### src/hdl/otp_cfg_pkg.sv
// constants shared by the fuse-backed configuration bank
package otp_cfg_pkg;
  // ==========================================================
  // register indices (byte address is four times the index)
  localparam logic [7:0] IDX_SYS_CFG = 8'h29;
  localparam logic [7:0] IDX_FS_SYS_CFG = 8'h2A;
  localparam logic [7:0] IDX_THR_A = 8'h2B;
  localparam logic [7:0] IDX_THR_B = 8'h2C;
  localparam logic [7:0] IDX_THR_C = 8'h2D;
  localparam logic [7:0] IDX_UV_DGLT = 8'h2E;
  localparam logic [7:0] IDX_OV_DGLT = 8'h2F;
  localparam logic [7:0] IDX_RST_IMPACT = 8'h30;
  localparam logic [7:0] IDX_SPREAD_CTRL = 8'h31;
  localparam logic [7:0] IDX_STATUS = 8'h32;
  // ==========================================================
  // fuse image size
  localparam int FUSE_WORDS = 8;
  localparam logic [3:0] FUSE_LAST = 4'h7;
  // ==========================================================
  // field positions in the system configuration word
  localparam int SHAPE_BIT = 1;
  localparam int SPREAD_EN_BIT = 2;
  localparam int SLOT_SKIP_BIT = 3;
  localparam int CHK_DIS_BIT = 4;
  localparam int CHK_DBG_DIS_BIT = 5;
  localparam int CHK_INV_BIT = 6;
  // field values
  localparam logic SHAPE_TRIANGLE = 1'b0;
  localparam logic SHAPE_RANDOM = 1'b1;
  // status fields
  localparam int STAT_LOADED_BIT = 0;
  localparam int STAT_ERRCNT_LSB = 8;
  // ==========================================================
  // reset values and frame check constants
  localparam logic [7:0] FUSE_RESET = 8'h00;
  localparam logic [7:0] CRC_POLY = 8'h1D;
  localparam logic [7:0] CRC_INIT = 8'hFF;
  localparam logic [7:0] CRC_XOR_INV = 8'hFF;
  localparam logic [7:0] CRC_XOR_PLAIN = 8'h00;
  // ==========================================================
  // loader states
  typedef enum logic [3:0] {
    LD_IDLE = 4'b0001,
    LD_REQ = 4'b0010,
    LD_WAIT = 4'b0100,
    LD_DONE = 4'b1000
  } load_state_t;
endpackage : otp_cfg_pkg

### src/hdl/frame_crc8.sv
// byte-serial eight-bit frame check generator
`timescale 1ns/1ps
`default_nettype none
module frame_crc8
  import otp_cfg_pkg::*;
(
  input wire logic clk_sys, // system clock
  input wire logic nrst, // async reset, active low
  input wire logic start, // restart for a new frame
  input wire logic [7:0] data, // frame byte
  input wire logic valid, // byte strobe
  input wire logic invert, // final inversion select
  input wire logic active, // check in use
  output logic [7:0] crc_raw, // running remainder
  output logic [7:0] crc_tx // value for the frame slot
);
  logic [7:0] next_crc;

  // one byte through x^8+x^4+x^3+x^2+1, msb first
  always_comb
  begin
    next_crc = crc_raw ^ data;
    for (int i = 0; i < 8; i++)
      next_crc = next_crc[7] ? ((next_crc << 1) ^ CRC_POLY)
                             : (next_crc << 1);
  end

  // running remainder
  always_ff @(posedge clk_sys or negedge nrst)
  begin
    if (!nrst)
      crc_raw <= CRC_INIT;
    else if (start)
      crc_raw <= CRC_INIT;
    else if (valid)
      crc_raw <= next_crc;
  end

  // slot value: final xor, or all zero while unused
  always_ff @(posedge clk_sys or negedge nrst)
  begin
    if (!nrst)
      crc_tx <= 8'h00;
    else if (!active)
      crc_tx <= 8'h00;
    else
      crc_tx <= crc_raw ^ (invert ? CRC_XOR_INV : CRC_XOR_PLAIN);
  end
endmodule : frame_crc8
`default_nettype wire

### src/hdl/fuse_loader.sv
// boot-time reader that walks the fuse image word by word
`timescale 1ns/1ps
`default_nettype none
module fuse_loader
  import otp_cfg_pkg::*;
(
  input wire logic clk_sys, // system clock
  input wire logic nrst, // async reset, active low
  output logic fuse_req, // request to fuse array
  output logic [3:0] fuse_idx, // word being read
  input wire logic [7:0] fuse_rdata, // word from fuse array
  input wire logic fuse_ack, // word valid
  output logic load_we, // store pulse
  output logic [3:0] load_idx, // store index
  output logic [7:0] load_data, // store data
  output logic load_done // image complete
);
  load_state_t state;

  // ==========================================================
  // sequencer: one request per word, waits for each answer
  always_ff @(posedge clk_sys or negedge nrst)
  begin
    if (!nrst)
    begin
      state <= LD_IDLE;
      fuse_req <= 1'b0;
      fuse_idx <= 4'h0;
      load_we <= 1'b0;
      load_idx <= 4'h0;
      load_data <= FUSE_RESET;
      load_done <= 1'b0;
    end
    else
    begin
      load_we <= 1'b0;
      unique case (state)
        LD_IDLE:
        begin
          state <= LD_REQ;
        end
        LD_REQ:
        begin
          fuse_req <= 1'b1;
          state <= LD_WAIT;
        end
        LD_WAIT:
        begin
          if (fuse_ack)
          begin
            fuse_req <= 1'b0;
            load_we <= 1'b1;
            load_idx <= fuse_idx;
            load_data <= fuse_rdata;
            if (fuse_idx == FUSE_LAST)
              state <= LD_DONE;
            else
            begin
              fuse_idx <= fuse_idx + 4'h1;
              state <= LD_REQ;
            end
          end
        end
        LD_DONE:
        begin
          load_done <= 1'b1; // held until next reset
        end
        default: state <= LD_IDLE;
      endcase
    end
  end
endmodule : fuse_loader
`default_nettype wire

### src/hdl/otp_config_bank.sv
// fuse-backed configuration bank with apb access and frame check
`timescale 1ns/1ps
`default_nettype none
module otp_config_bank
  import otp_cfg_pkg::*;
(
  input wire logic clk_sys, // system clock, 50 MHz
  input wire logic nrst, // async reset, active low
  input wire logic [9:0] paddr, // apb byte address
  input wire logic psel, // apb select
  input wire logic penable, // apb access phase
  input wire logic pwrite, // apb direction
  input wire logic [31:0] pwdata, // apb write data
  output logic [31:0] prdata, // apb read data
  output logic pready, // apb ready
  output logic pslverr, // apb error
  output logic fuse_req, // fuse array request
  output logic [3:0] fuse_idx, // fuse word index
  input wire logic [7:0] fuse_rdata, // fuse word
  input wire logic fuse_ack, // fuse word valid
  input wire logic debug_mode, // device in debug mode
  input wire logic frame_start, // new serial frame
  input wire logic [7:0] frame_byte, // frame byte
  input wire logic frame_byte_valid, // frame byte strobe
  input wire logic [7:0] frame_rx_crc, // received check byte
  input wire logic frame_check, // compare strobe
  output logic [7:0] crc_tx, // check byte to send
  output logic crc_error, // mismatch pulse
  output logic spread_enable, // clock spreading on
  output logic spread_shape, // 1 random, 0 triangle
  output logic slot_skip, // sequencer may skip slots
  output logic load_done // fuse image loaded
);
  logic [7:0] fuse_reg [FUSE_WORDS];
  logic load_we;
  logic [3:0] load_idx;
  logic [7:0] load_data;
  logic loaded;
  logic [7:0] crc_raw;
  logic crc_on;
  logic [7:0] err_count;
  logic [7:0] sys_cfg;
  logic [7:0] reg_idx;
  logic in_fuse;
  logic access;
  logic [7:0] fuse_sel;

  assign sys_cfg = fuse_reg[0];

  // ==========================================================
  // fuse image loader
  fuse_loader u_loader (
    .clk_sys(clk_sys),
    .nrst(nrst),
    .fuse_req(fuse_req),
    .fuse_idx(fuse_idx),
    .fuse_rdata(fuse_rdata),
    .fuse_ack(fuse_ack),
    .load_we(load_we),
    .load_idx(load_idx),
    .load_data(load_data),
    .load_done(loaded)
  );

  // fuse words: written only by the loader
  generate
    for (genvar g = 0; g < FUSE_WORDS; g++)
    begin : g_fuse
      always_ff @(posedge clk_sys or negedge nrst)
      begin
        if (!nrst)
          fuse_reg[g] <= FUSE_RESET;
        else if (load_we && load_idx == 4'(g))
          fuse_reg[g] <= load_data;
      end
    end
  endgenerate

  // ==========================================================
  // boot defaults toward clock generator and sequencer
  always_ff @(posedge clk_sys or negedge nrst)
  begin
    if (!nrst)
    begin
      spread_shape <= SHAPE_TRIANGLE;
      slot_skip <= 1'b0;
      load_done <= 1'b0;
    end
    else
    begin
      load_done <= loaded;
      spread_shape <= sys_cfg[SHAPE_BIT] ? SHAPE_RANDOM
                                          : SHAPE_TRIANGLE;
      slot_skip <= sys_cfg[SLOT_SKIP_BIT];
    end
  end

  // spreading: fuse default at boot, software may change it later
  always_ff @(posedge clk_sys or negedge nrst)
  begin
    if (!nrst)
      spread_enable <= 1'b0;
    else if (loaded && !load_done)
      spread_enable <= sys_cfg[SPREAD_EN_BIT];
    else if (access && pwrite && reg_idx == IDX_SPREAD_CTRL)
      spread_enable <= pwdata[0];
  end

  // ==========================================================
  // frame check control
  always_comb
  begin
    if (debug_mode)
      crc_on = !sys_cfg[CHK_DBG_DIS_BIT] && sys_cfg[CHK_DIS_BIT];
    else
      crc_on = !sys_cfg[CHK_DIS_BIT];
  end

  frame_crc8 u_crc (
    .clk_sys(clk_sys),
    .nrst(nrst),
    .start(frame_start),
    .data(frame_byte),
    .valid(frame_byte_valid),
    .invert(sys_cfg[CHK_INV_BIT]),
    .active(crc_on),
    .crc_raw(crc_raw),
    .crc_tx(crc_tx)
  );

  // compare received byte; no monitoring while check is off
  always_ff @(posedge clk_sys or negedge nrst)
  begin
    if (!nrst)
      crc_error <= 1'b0;
    else
      crc_error <= frame_check && crc_on
                   && (frame_rx_crc != crc_tx);
  end

  // saturating mismatch count for the status word
  always_ff @(posedge clk_sys or negedge nrst)
  begin
    if (!nrst)
      err_count <= 8'h00;
    else if (crc_error && err_count != 8'hFF)
      err_count <= err_count + 8'h01;
  end

  // ==========================================================
  // apb slave: one wait state, registered answer
  assign reg_idx = paddr[9:2];
  assign access = psel && penable && pready;
  assign in_fuse = reg_idx >= IDX_SYS_CFG && reg_idx <= IDX_RST_IMPACT;
  assign fuse_sel = fuse_reg[3'(reg_idx - IDX_SYS_CFG)];

  always_ff @(posedge clk_sys or negedge nrst)
  begin
    if (!nrst)
    begin
      pready <= 1'b0;
      pslverr <= 1'b0;
      prdata <= 32'h0000_0000;
    end
    else
    begin
      pready <= psel && penable && !pready;
      pslverr <= 1'b0;
      prdata <= 32'h0000_0000;
      if (psel && penable && !pready)
      begin
        if (pwrite)
          pslverr <= reg_idx != IDX_SPREAD_CTRL;
        else if (in_fuse)
          prdata <= {24'h00_0000, fuse_sel};
        else if (reg_idx == IDX_SPREAD_CTRL)
          prdata <= {31'h0, spread_enable};
        else if (reg_idx == IDX_STATUS)
          prdata <= {16'h0000, err_count, 7'h00, load_done};
        else
          pslverr <= 1'b1;
      end
    end
  end
endmodule : otp_config_bank
`default_nettype wire

### config.mk
export PLATFORM = sky130hd
export DESIGN_NAME = otp_config_bank
export DESIGN_NICKNAME = d
export VERILOG_FILES = /design/src/hdl/otp_cfg_pkg.sv /design/src/hdl/frame_crc8.sv /design/src/hdl/fuse_loader.sv /design/src/hdl/otp_config_bank.sv
export SDC_FILE = /design/constraint.sdc
export NUM_CORES = 1
export LEC_CHECK = 0
export BUFFER_PORTS_ARGS = -buffer_cell sky130_fd_sc_hd__buf_2
export CAP_MARGIN = 10
export CORE_MARGIN = 1.5
export CORE_UTILIZATION = 50
export CTS_CLUSTER_SIZE = 25
export DETAILED_ROUTE_END_ITERATION = 10
export HOLD_SLACK_MARGIN = 0.02
export PLACE_DENSITY = 0.72
export SYNTH_ARGS = -nofsm -noshare
export SYNTH_HDL_FRONTEND = slang
export SYNTH_SLANG_ARGS = --single-unit
### constraint.sdc
create_clock -name clk_sys -period 2.15 [get_ports clk_sys]
set_input_delay 0.215 -clock clk_sys [delete_from_list [all_inputs] [get_ports clk_sys]]
set_output_delay 0.215 -clock clk_sys [all_outputs]
set_load 0.01 [all_outputs]
==> summary.txt, run 1 <==
Timing
  • WHS: between 0.03 and 0.04 ns
  • Worst setup margin: around 0.28 ns
  • Worst Skew: 0.007363 ns
  • Period utilization: between 80% and 90%
  • Max-slew violation count: 0
  • Hold violation count in the final report: 0
  • Final TNS setup: 0 ns
  • Relative slew slack: around two thirds
  • Unrepaired setup endpoints after global routing: false
  • Achievable clock frequency: 533.6 MHz
  • Endpoints failing setup: 0
  • Tightest Pin Transition: ~0.53 ns
  • Final worst path period need: 1.874 ns

Pwr
  • Cell Pwr Density: about 1000 mW/mm^2
  • P_int: between 0.005 and 0.006 W
  • Comb power frac: approximately 16%
  • P_sw: between 0.0015 and 0.002 W
  • Sequential Power Share: between 30% and 40%
  • Switch share: a little under a quarter
  • Pleak: 3.711 nW
  • Clock network power share: 45.9%
  • VDD IR max: ~0.70 mV

Finish
  • Fill count: a little under 1000
  • Nets: 657
  • Ratio of cells with drive above 1 in the final layout: about two fifths
  • Max reg flops: 56
  • Synthesis-to-layout area growth: 21.91%
  • Most common cell after layout, fill and taps aside: dfrtp_1
  • Most frequent cells in the layout: dfrtp_1 (125), mux2_2 (79), buf_2 (77)
  • Antenna cells: 0

Logic synthesis
  • Yosys cell types: between 40 and 50
  • Syn Area/Cell: ~13 sq um
  • Sequential cell area fraction in the yosys report: between 50 and 60%
  • Synthesized instance count: between 400 and 500
  • Top FF cell, synth: dfrtp_1
  • Syn Std Cell Area: between 0.006 and 0.007 sq mm
  • Yosys warns: 0
  • Yosys reg bits: approximately 130
  • EDFF count, synth: 0
  • Post-synth ARST share: 100.0%

Placed design
  • DP Worst Slack: about 0.13 ns
  • I/O Buffers: between 70 and 80
  • Gpl congestion: 0.8429
  • DP HPWL: a little over 8000 um

Clocking
  • Later-pin clock latency in the skew report: between 0.4 and 0.5 ns
  • CTS Buffer Depth: 2
  • Setup bufs post-CTS: 0
  • Inserted Clock Buffers: 17
  • Root buf cell: clkbuf_16
  • Clock transition at the registers of the reported paths: 0.06 ns
  • TritonCTS clock tree: done
  • Resized Gates After CTS: 0
  • H-tree Lvls: 4
  • CTS sink count: around 130

Critical path
  • CP Capture Type: flop
  • Startpoint Class: flop
  • CP max stage delay: approximately 0.56 ns
  • Crit path to: fuse_reg[34]$_DFFE_PN0P_
  • Arr. time, crit path: between 2 and 2.5 ns
  • R2r setup slk: 0.28 ns
  • Cells along the critical path: nor3b_1, and3_1, mux2_2
  • CP max stage cell: and3_1
  • Worst R2R Start: u_loader.load_idx[2]$_DFFE_PN0P_
  • Worst R2R End: fuse_reg[34]$_DFFE_PN0P_
  • CP startpoint: u_loader.load_idx[2]$_DFFE_PN0P_
  • WS Path Type: reg2reg
  • Crit-path max FO: 8
  • Worst EP required: ~2.5 ns
  • FF-to-FF path depth: 3

Drt
  • Pre-Repair DR Iteration Count: 4
  • 1st-iter DRT viols: between 150 and 200
  • Vias per cell: ~5.2
  • DRC: 0
  • Antenna viol nets, final: 0
  • WL/cell: ~16 um
  • Via Count: 3966
  • Total Wirelength: 12150 um

Global routing
  • First-pass GRT wire length: about 20000 um
  • GR Overflow Total: 0
  • Initial antenna violation count: 0
  • Gr usage total: 20.62%
  • Vias in the first global route: about 4000
  • Largest net degree at the start of global routing: 76

Hold path
  • Hold WC Path Type: in2reg

Floorplan
  • FP Rows: 40
  • Ports: ~130
  • Core Area: ~0.012 sq mm
  • Initial Utilization: between 50% and 60%
  • Die height: roughly 110 um
  • DIE AREA: 0.01315 sq mm
  • Die width: 114.7 um

Outcome
  • Status: complete, no violations

Job
  • Max_cap viols: 0
-- cell families after synthesis --
family | share of synthesized area, %
flops | 53.95
simple gates | 9.631
mux | 20.20
xor+xnor | 8.126
compound gates | 3.632
buf+inv | 3.190
fa+ha+maj | 1.204
other cells | 0.06013
-- worst max-delay path, delay by kind of cell, from the launching register on --
kind | cells | cell delay (ns)
muxes | 1 | 0.40
and+or+nand+nor | 2 | 0.97
DFF | 1 | 0.38
-- worst min path at each step --
stage	from	slack [ns]	cells after the start	to
CTS	fuse_rdata[3]	0.02	2	u_loader.load_data[3]$_DFFE_PN0P_
floorplan	nrst	-0.08	0	crc_error$_DFF_PN0_
global placement	nrst	0.11	1	prdata[8]$_DFF_PN0_
global route	fuse_rdata[3]	0.02	2	u_loader.load_data[3]$_DFFE_PN0P_
finish	fuse_rdata[2]	0.03	2	u_loader.load_data[2]$_DFFE_PN0P_
detailed placement	nrst	0.11	1	prdata[8]$_DFF_PN0_
-- timing repair --
| item | 4_1_cts | 5_1_grt |
|---|---|---|
| hold buffers | 4 | 0 |
| endpoints found under the setup margin | 0 | 0 |
| hold endpoints to repair | 20 | 0 |
-- metrics by stage --
stage          cells  total power (W)  instance area, sq um  util (%)
4_1_cts          756         0.007670                  7602     62.77
2_1_floorplan    489         0.003862                  6295         -
3_5_place_dp     720         0.004160                  6845     56.52
5_1_grt          756         0.007936                  7602     62.77
6_report         756         0.007596                  7602     62.77
3_3_place_gp     720         0.004118                  6845     56.52
-- routing by layer --
metal	routed length, um	up-vias	GRT usage (%)	share of wire, %
li1	-	1840	-	-
met1	5063	2003	25.26	42
met2	6285	102	35.33	52
met3	584	21	4.817	4.8
met4	220	0	8.250	1.8
met5	0	-	0	0
-- cell usage after synthesis (4+ instances only) --
| master | n | area, sq um |
|---|---|---|
| nor3_1 | 4 | 20.02 |
| ha_1 | 6 | 75.07 |
| dfstp_2 | 9 | 236.5 |
| nand2_1 | 37 | 138.9 |
| nand3_1 | 4 | 20.02 |
| xor2_1 | 14 | 122.6 |
| inv_1 | 4 | 15.01 |
| nand4_1 | 5 | 31.28 |
| mux2_2 | 79 | 889.6 |
| a21oi_1 | 20 | 100.1 |
| xnor2_1 | 33 | 289.0 |
| buf_4 | 17 | 127.6 |
| mux4_2 | 16 | 360.4 |
| and2_1 | 8 | 50.05 |
| nand3b_1 | 6 | 45.04 |
| buf_2 | 6 | 30.03 |
| dfrtp_1 | 125 | 3128 |
| nor2_1 | 29 | 108.9 |
| clkbuf_1 | 7 | 26.28 |
-- power groups by stage --
stage	Sequential, W	Clock, W	Combinational, W
after floorplan	0.00290	0	0.000961
after global placement	0.00292	0	0.00120
after detailed placement	0.00292	0	0.00124
after CTS	0.00288	0.00354	0.00125
after global routing	0.00291	0.00366	0.00137
final	0.00288	0.00348	0.00123
-- final cells by class --
cell class	instances	area (sq um)	share of cell area, %
Clock buffer	18	439.2	5.777
Clock inverter	14	277.8	3.654
Inverter	4	15.01	0.1975
Multi-Input combinational cell	321	2738	36.01
Sequential cell	134	3364	44.26
Tap cell	168	210.2	2.765
Timing Repair Buffer	97	558.0	7.340
(Power assumes the default switching activity.)
==> run 2: changes to the inputs <==
--- a/config.mk
+++ b/config.mk
@@ -7,12 +7,15 @@
 export LEC_CHECK = 0
 export BUFFER_PORTS_ARGS = -buffer_cell sky130_fd_sc_hd__buf_2
 export CAP_MARGIN = 10
+export CELL_PAD_IN_SITES_DETAIL_PLACEMENT = 0
+export CELL_PAD_IN_SITES_GLOBAL_PLACEMENT = 1
+export CORE_ASPECT_RATIO = 1.4
 export CORE_MARGIN = 1.5
-export CORE_UTILIZATION = 50
+export CORE_UTILIZATION = 44
 export CTS_CLUSTER_SIZE = 25
 export DETAILED_ROUTE_END_ITERATION = 10
 export HOLD_SLACK_MARGIN = 0.02
-export PLACE_DENSITY = 0.72
+export PLACE_DENSITY = 0.78
 export SYNTH_ARGS = -nofsm -noshare
 export SYNTH_HDL_FRONTEND = slang
 export SYNTH_SLANG_ARGS = --single-unit
==> summary.txt, run 2 (synthesized netlist as in run 1, its figures left out) <==
Placed design
  • DP HPWL: 8581 um (+4.0%)
  • I/O Buffers: 78 (unchanged)
  • Placement-stage cell area: 0.006908 sq mm (+0.91%)
  • Gpl congestion: 0.7741 (-8.2%)
  • Inst Count DP: 742 (+3.1%)

Timing
  • Relative slew slack: 62.37% (-2.5 points)
  • Tightest Pin Transition: 0.5645 ns (+0.03779 ns)
  • Worst Skew: 0.005705 ns (-0.001658 ns)
  • Hold violation count in the final report: 0 (unchanged)
  • Achievable clock frequency: 545.7 MHz (+2.3%)
  • Unrepaired setup endpoints after global routing: false
  • Final TNS setup: 0 ns (unchanged)
  • Period utilization: 85.23% (-1.9 points)
  • Final worst path period need: 1.832 ns (-0.04183 ns)
  • Endpoints failing setup: 0 (unchanged)
  • Max-slew violation count: 0 (unchanged)

Finish
  • Nets: 667 (+1.5%)
  • Fill count: 1201 (+23%)
  • Most common cell after layout, fill and taps aside: dfrtp_1
  • Post-route cell area: 0.007637 sq mm (+0.46%)
  • Ratio of cells with drive above 1 in the final layout: 41.30% (+0.15 points)
  • Finished Layout Cells: 783 (+3.6%)
  • Max reg flops: 56 (unchanged)
  • Antenna cells: 0 (unchanged)
  • Most frequent cells in the layout: dfrtp_1 (125), mux2_2 (79), buf_2 (77)
  • Synthesis-to-layout area growth: 22.47%

Floorplan
  • Core Area: 0.01385 sq mm (+14%)
  • Initial Utilization: 45.03% (-6.5 points)
  • Die width: 103.6 um (-9.6%)
  • DIE AREA: 0.01491 sq mm (+13%)
  • Ports: 128 (unchanged)
  • Die height: 143.9 um (+25%)
  • FP Rows: 51 (+28%)

Drt
  • Via Count: 3928 (-0.96%)
  • Total Wirelength: 12210 um (+0.44%)
  • 1st-iter DRT viols: 136 (-17%)
  • Antenna viol nets, final: 0 (unchanged)
  • Pre-Repair DR Iteration Count: 4 (unchanged)
  • Vias per cell: 5.017 (-4.4%)
  • DRC: 0 (unchanged)
  • WL/cell: 15.59 um (-3.0%)

Clocking
  • Root buf cell: clkbuf_16
  • CTS Buffer Depth: 2 (unchanged)
  • Setup bufs post-CTS: 0 (unchanged)
  • CTS sink count: 134 (unchanged)
  • Clock transition at the registers of the reported paths: 0.06 ns (about the same)
  • Later-pin clock latency in the skew report: 0.42 ns (about the same)
  • TritonCTS clock tree: done
  • Resized Gates After CTS: 0 (unchanged)
  • Inserted Clock Buffers: 17 (unchanged)
  • H-tree Lvls: 4 (unchanged)

Global routing
  • Largest net degree at the start of global routing: 62 (-18%)
  • Gr usage total: 17.83% (-2.8 points)
  • Vias in the first global route: 4119 (+0.024%)
  • GR Overflow Total: 0 (unchanged)
  • Initial antenna violation count: 0 (unchanged)
  • First-pass GRT wire length: 20440 um (+0.30%)

Critical path
  • CP max stage delay: 0.56 ns (about the same)
  • Crit-path max FO: 3 (-5)
  • CP Capture Type: flop
  • Arr. time, crit path: 2.18 ns (about the same)
  • Worst EP required: 2.50 ns (+0.05 ns)
  • Cells along the critical path: xnor2_1, xnor3_2, xnor3_1, and3_1, o21bai_1
  • Startpoint Class: flop
  • WS Path Type: reg2reg
  • CP max stage cell: dfstp_2
  • R2r setup slk: 0.32 ns (+0.04 ns)
  • CP top delay family: XOR/XNOR gates
  • CP bufs+invs: 0 (unchanged)

Pwr
  • Cell Pwr Density: 945.0 mW/mm^2 (-5.4%)
  • VDD IR max: 0.6142 mV (-12%)
  • Pleak: 3.708 nW (about the same)

Outcome
  • Status: complete, no violations

Job
  • Max_cap viols: 0 (unchanged)

Hold path
  • Hold WC Path Type: in2reg
==> run 2: cell count changes in the layout (fill, tap and decap cells not counted) <==
cell           previous run  this run
buf_4                    15        19
buf_6                     0         1
bufinv_16                 8         4
clkinv_2                  3         0
clkinv_4                  0         2
clkinvlp_4                3         6
dlygate4sd3_1             4         9
inv_6                     0         2
==> run 2: worst register-to-register path: cells and delay by family (launching register included) <==
kind	cells	cell delay, ns
XOR/XNOR	3	0.89
AO/OA/AOI/OAI	1	0.13
AND/OR/NAND/NOR	1	0.19
flip-flops	1	0.56
==> run 2: cell type report <==
cell class	count	area, sq um	share of cell area (%)
well taps	185	231.5	3.031
inverters	4	15.01	0.1966
multi-input cells	321	2738	35.85
flip-flops and latches	134	3364	44.05
clock inverters	14	200.2	2.621
clock buffers	18	439.2	5.750
repair buffers	107	649.4	8.503
==> run 2: worst paths after layout <==
kind / start / end / cells past startpoint
setup / recovery: u_crc.crc_raw[4]$_DFFE_PN1P_ / u_crc.crc_raw[3]$_DFFE_PN1P_ / 5
hold / removal: fuse_rdata[0] / u_loader.load_data[0]$_DFFE_PN0P_ / 2
setup reg to reg: u_crc.crc_raw[4]$_DFFE_PN1P_ / u_crc.crc_raw[3]$_DFFE_PN1P_ / 5
hold reg to reg: sys_cfg[1]$_DFFE_PN0P_ / spread_shape$_DFF_PN0_ / 0
max in group asynchronous: nrst / u_crc.crc_raw[3]$_DFFE_PN1P_ / 3
min in group asynchronous: nrst / u_loader.state[2]$_DFFE_PN0P_ / 2
==> run 2: per-stage QoR <==
stage	setup slack, ns	hold slack (ns)	total power, W	utilization, %
5_1_grt	0.2147	0.04675	0.007557	55.16
6_report	0.3176	0.05555	0.007218	55.16
3_3_place_gp	0.1596	0.2214	0.004141	49.89
3_5_place_dp	0.1050	0.2384	0.004170	49.89
2_1_floorplan	0.06310	-0.08059	0.003862	-
4_1_cts	0.3075	0.04370	0.007300	55.16
==> run 2: per-layer routing <==
| layer | GRT usage, % | vias up | share of wire [%] | wire length [um] |
|---|---|---|---|---|
| met2 | 29.65 | 81 | 51 | 6255 |
| met5 | 0 | - | 0 | 0 |
| met1 | 21.80 | 1973 | 43 | 5232 |
| li1 | - | 1852 | - | - |
| met3 | 5.034 | 22 | 3.9 | 477 |
| met4 | 7.895 | 0 | 2.0 | 241 |
==> run 2: timing repair <==
| item | 4_1_cts | 5_1_grt |
|---|---|---|
| endpoints found under the setup margin | 0 | 0 |
| hold buffers | 9 | 0 |
| endpoints found under the hold margin | 63 | 0 |
==> run 2: power breakdown <==
group          internal, W  leakage, nW  total, W  switching [W]
Combinational     0.000664         1.62   0.00125       0.000584
Clock              0.00198        0.291   0.00309        0.00111
Sequential         0.00271         1.80   0.00288       0.000167
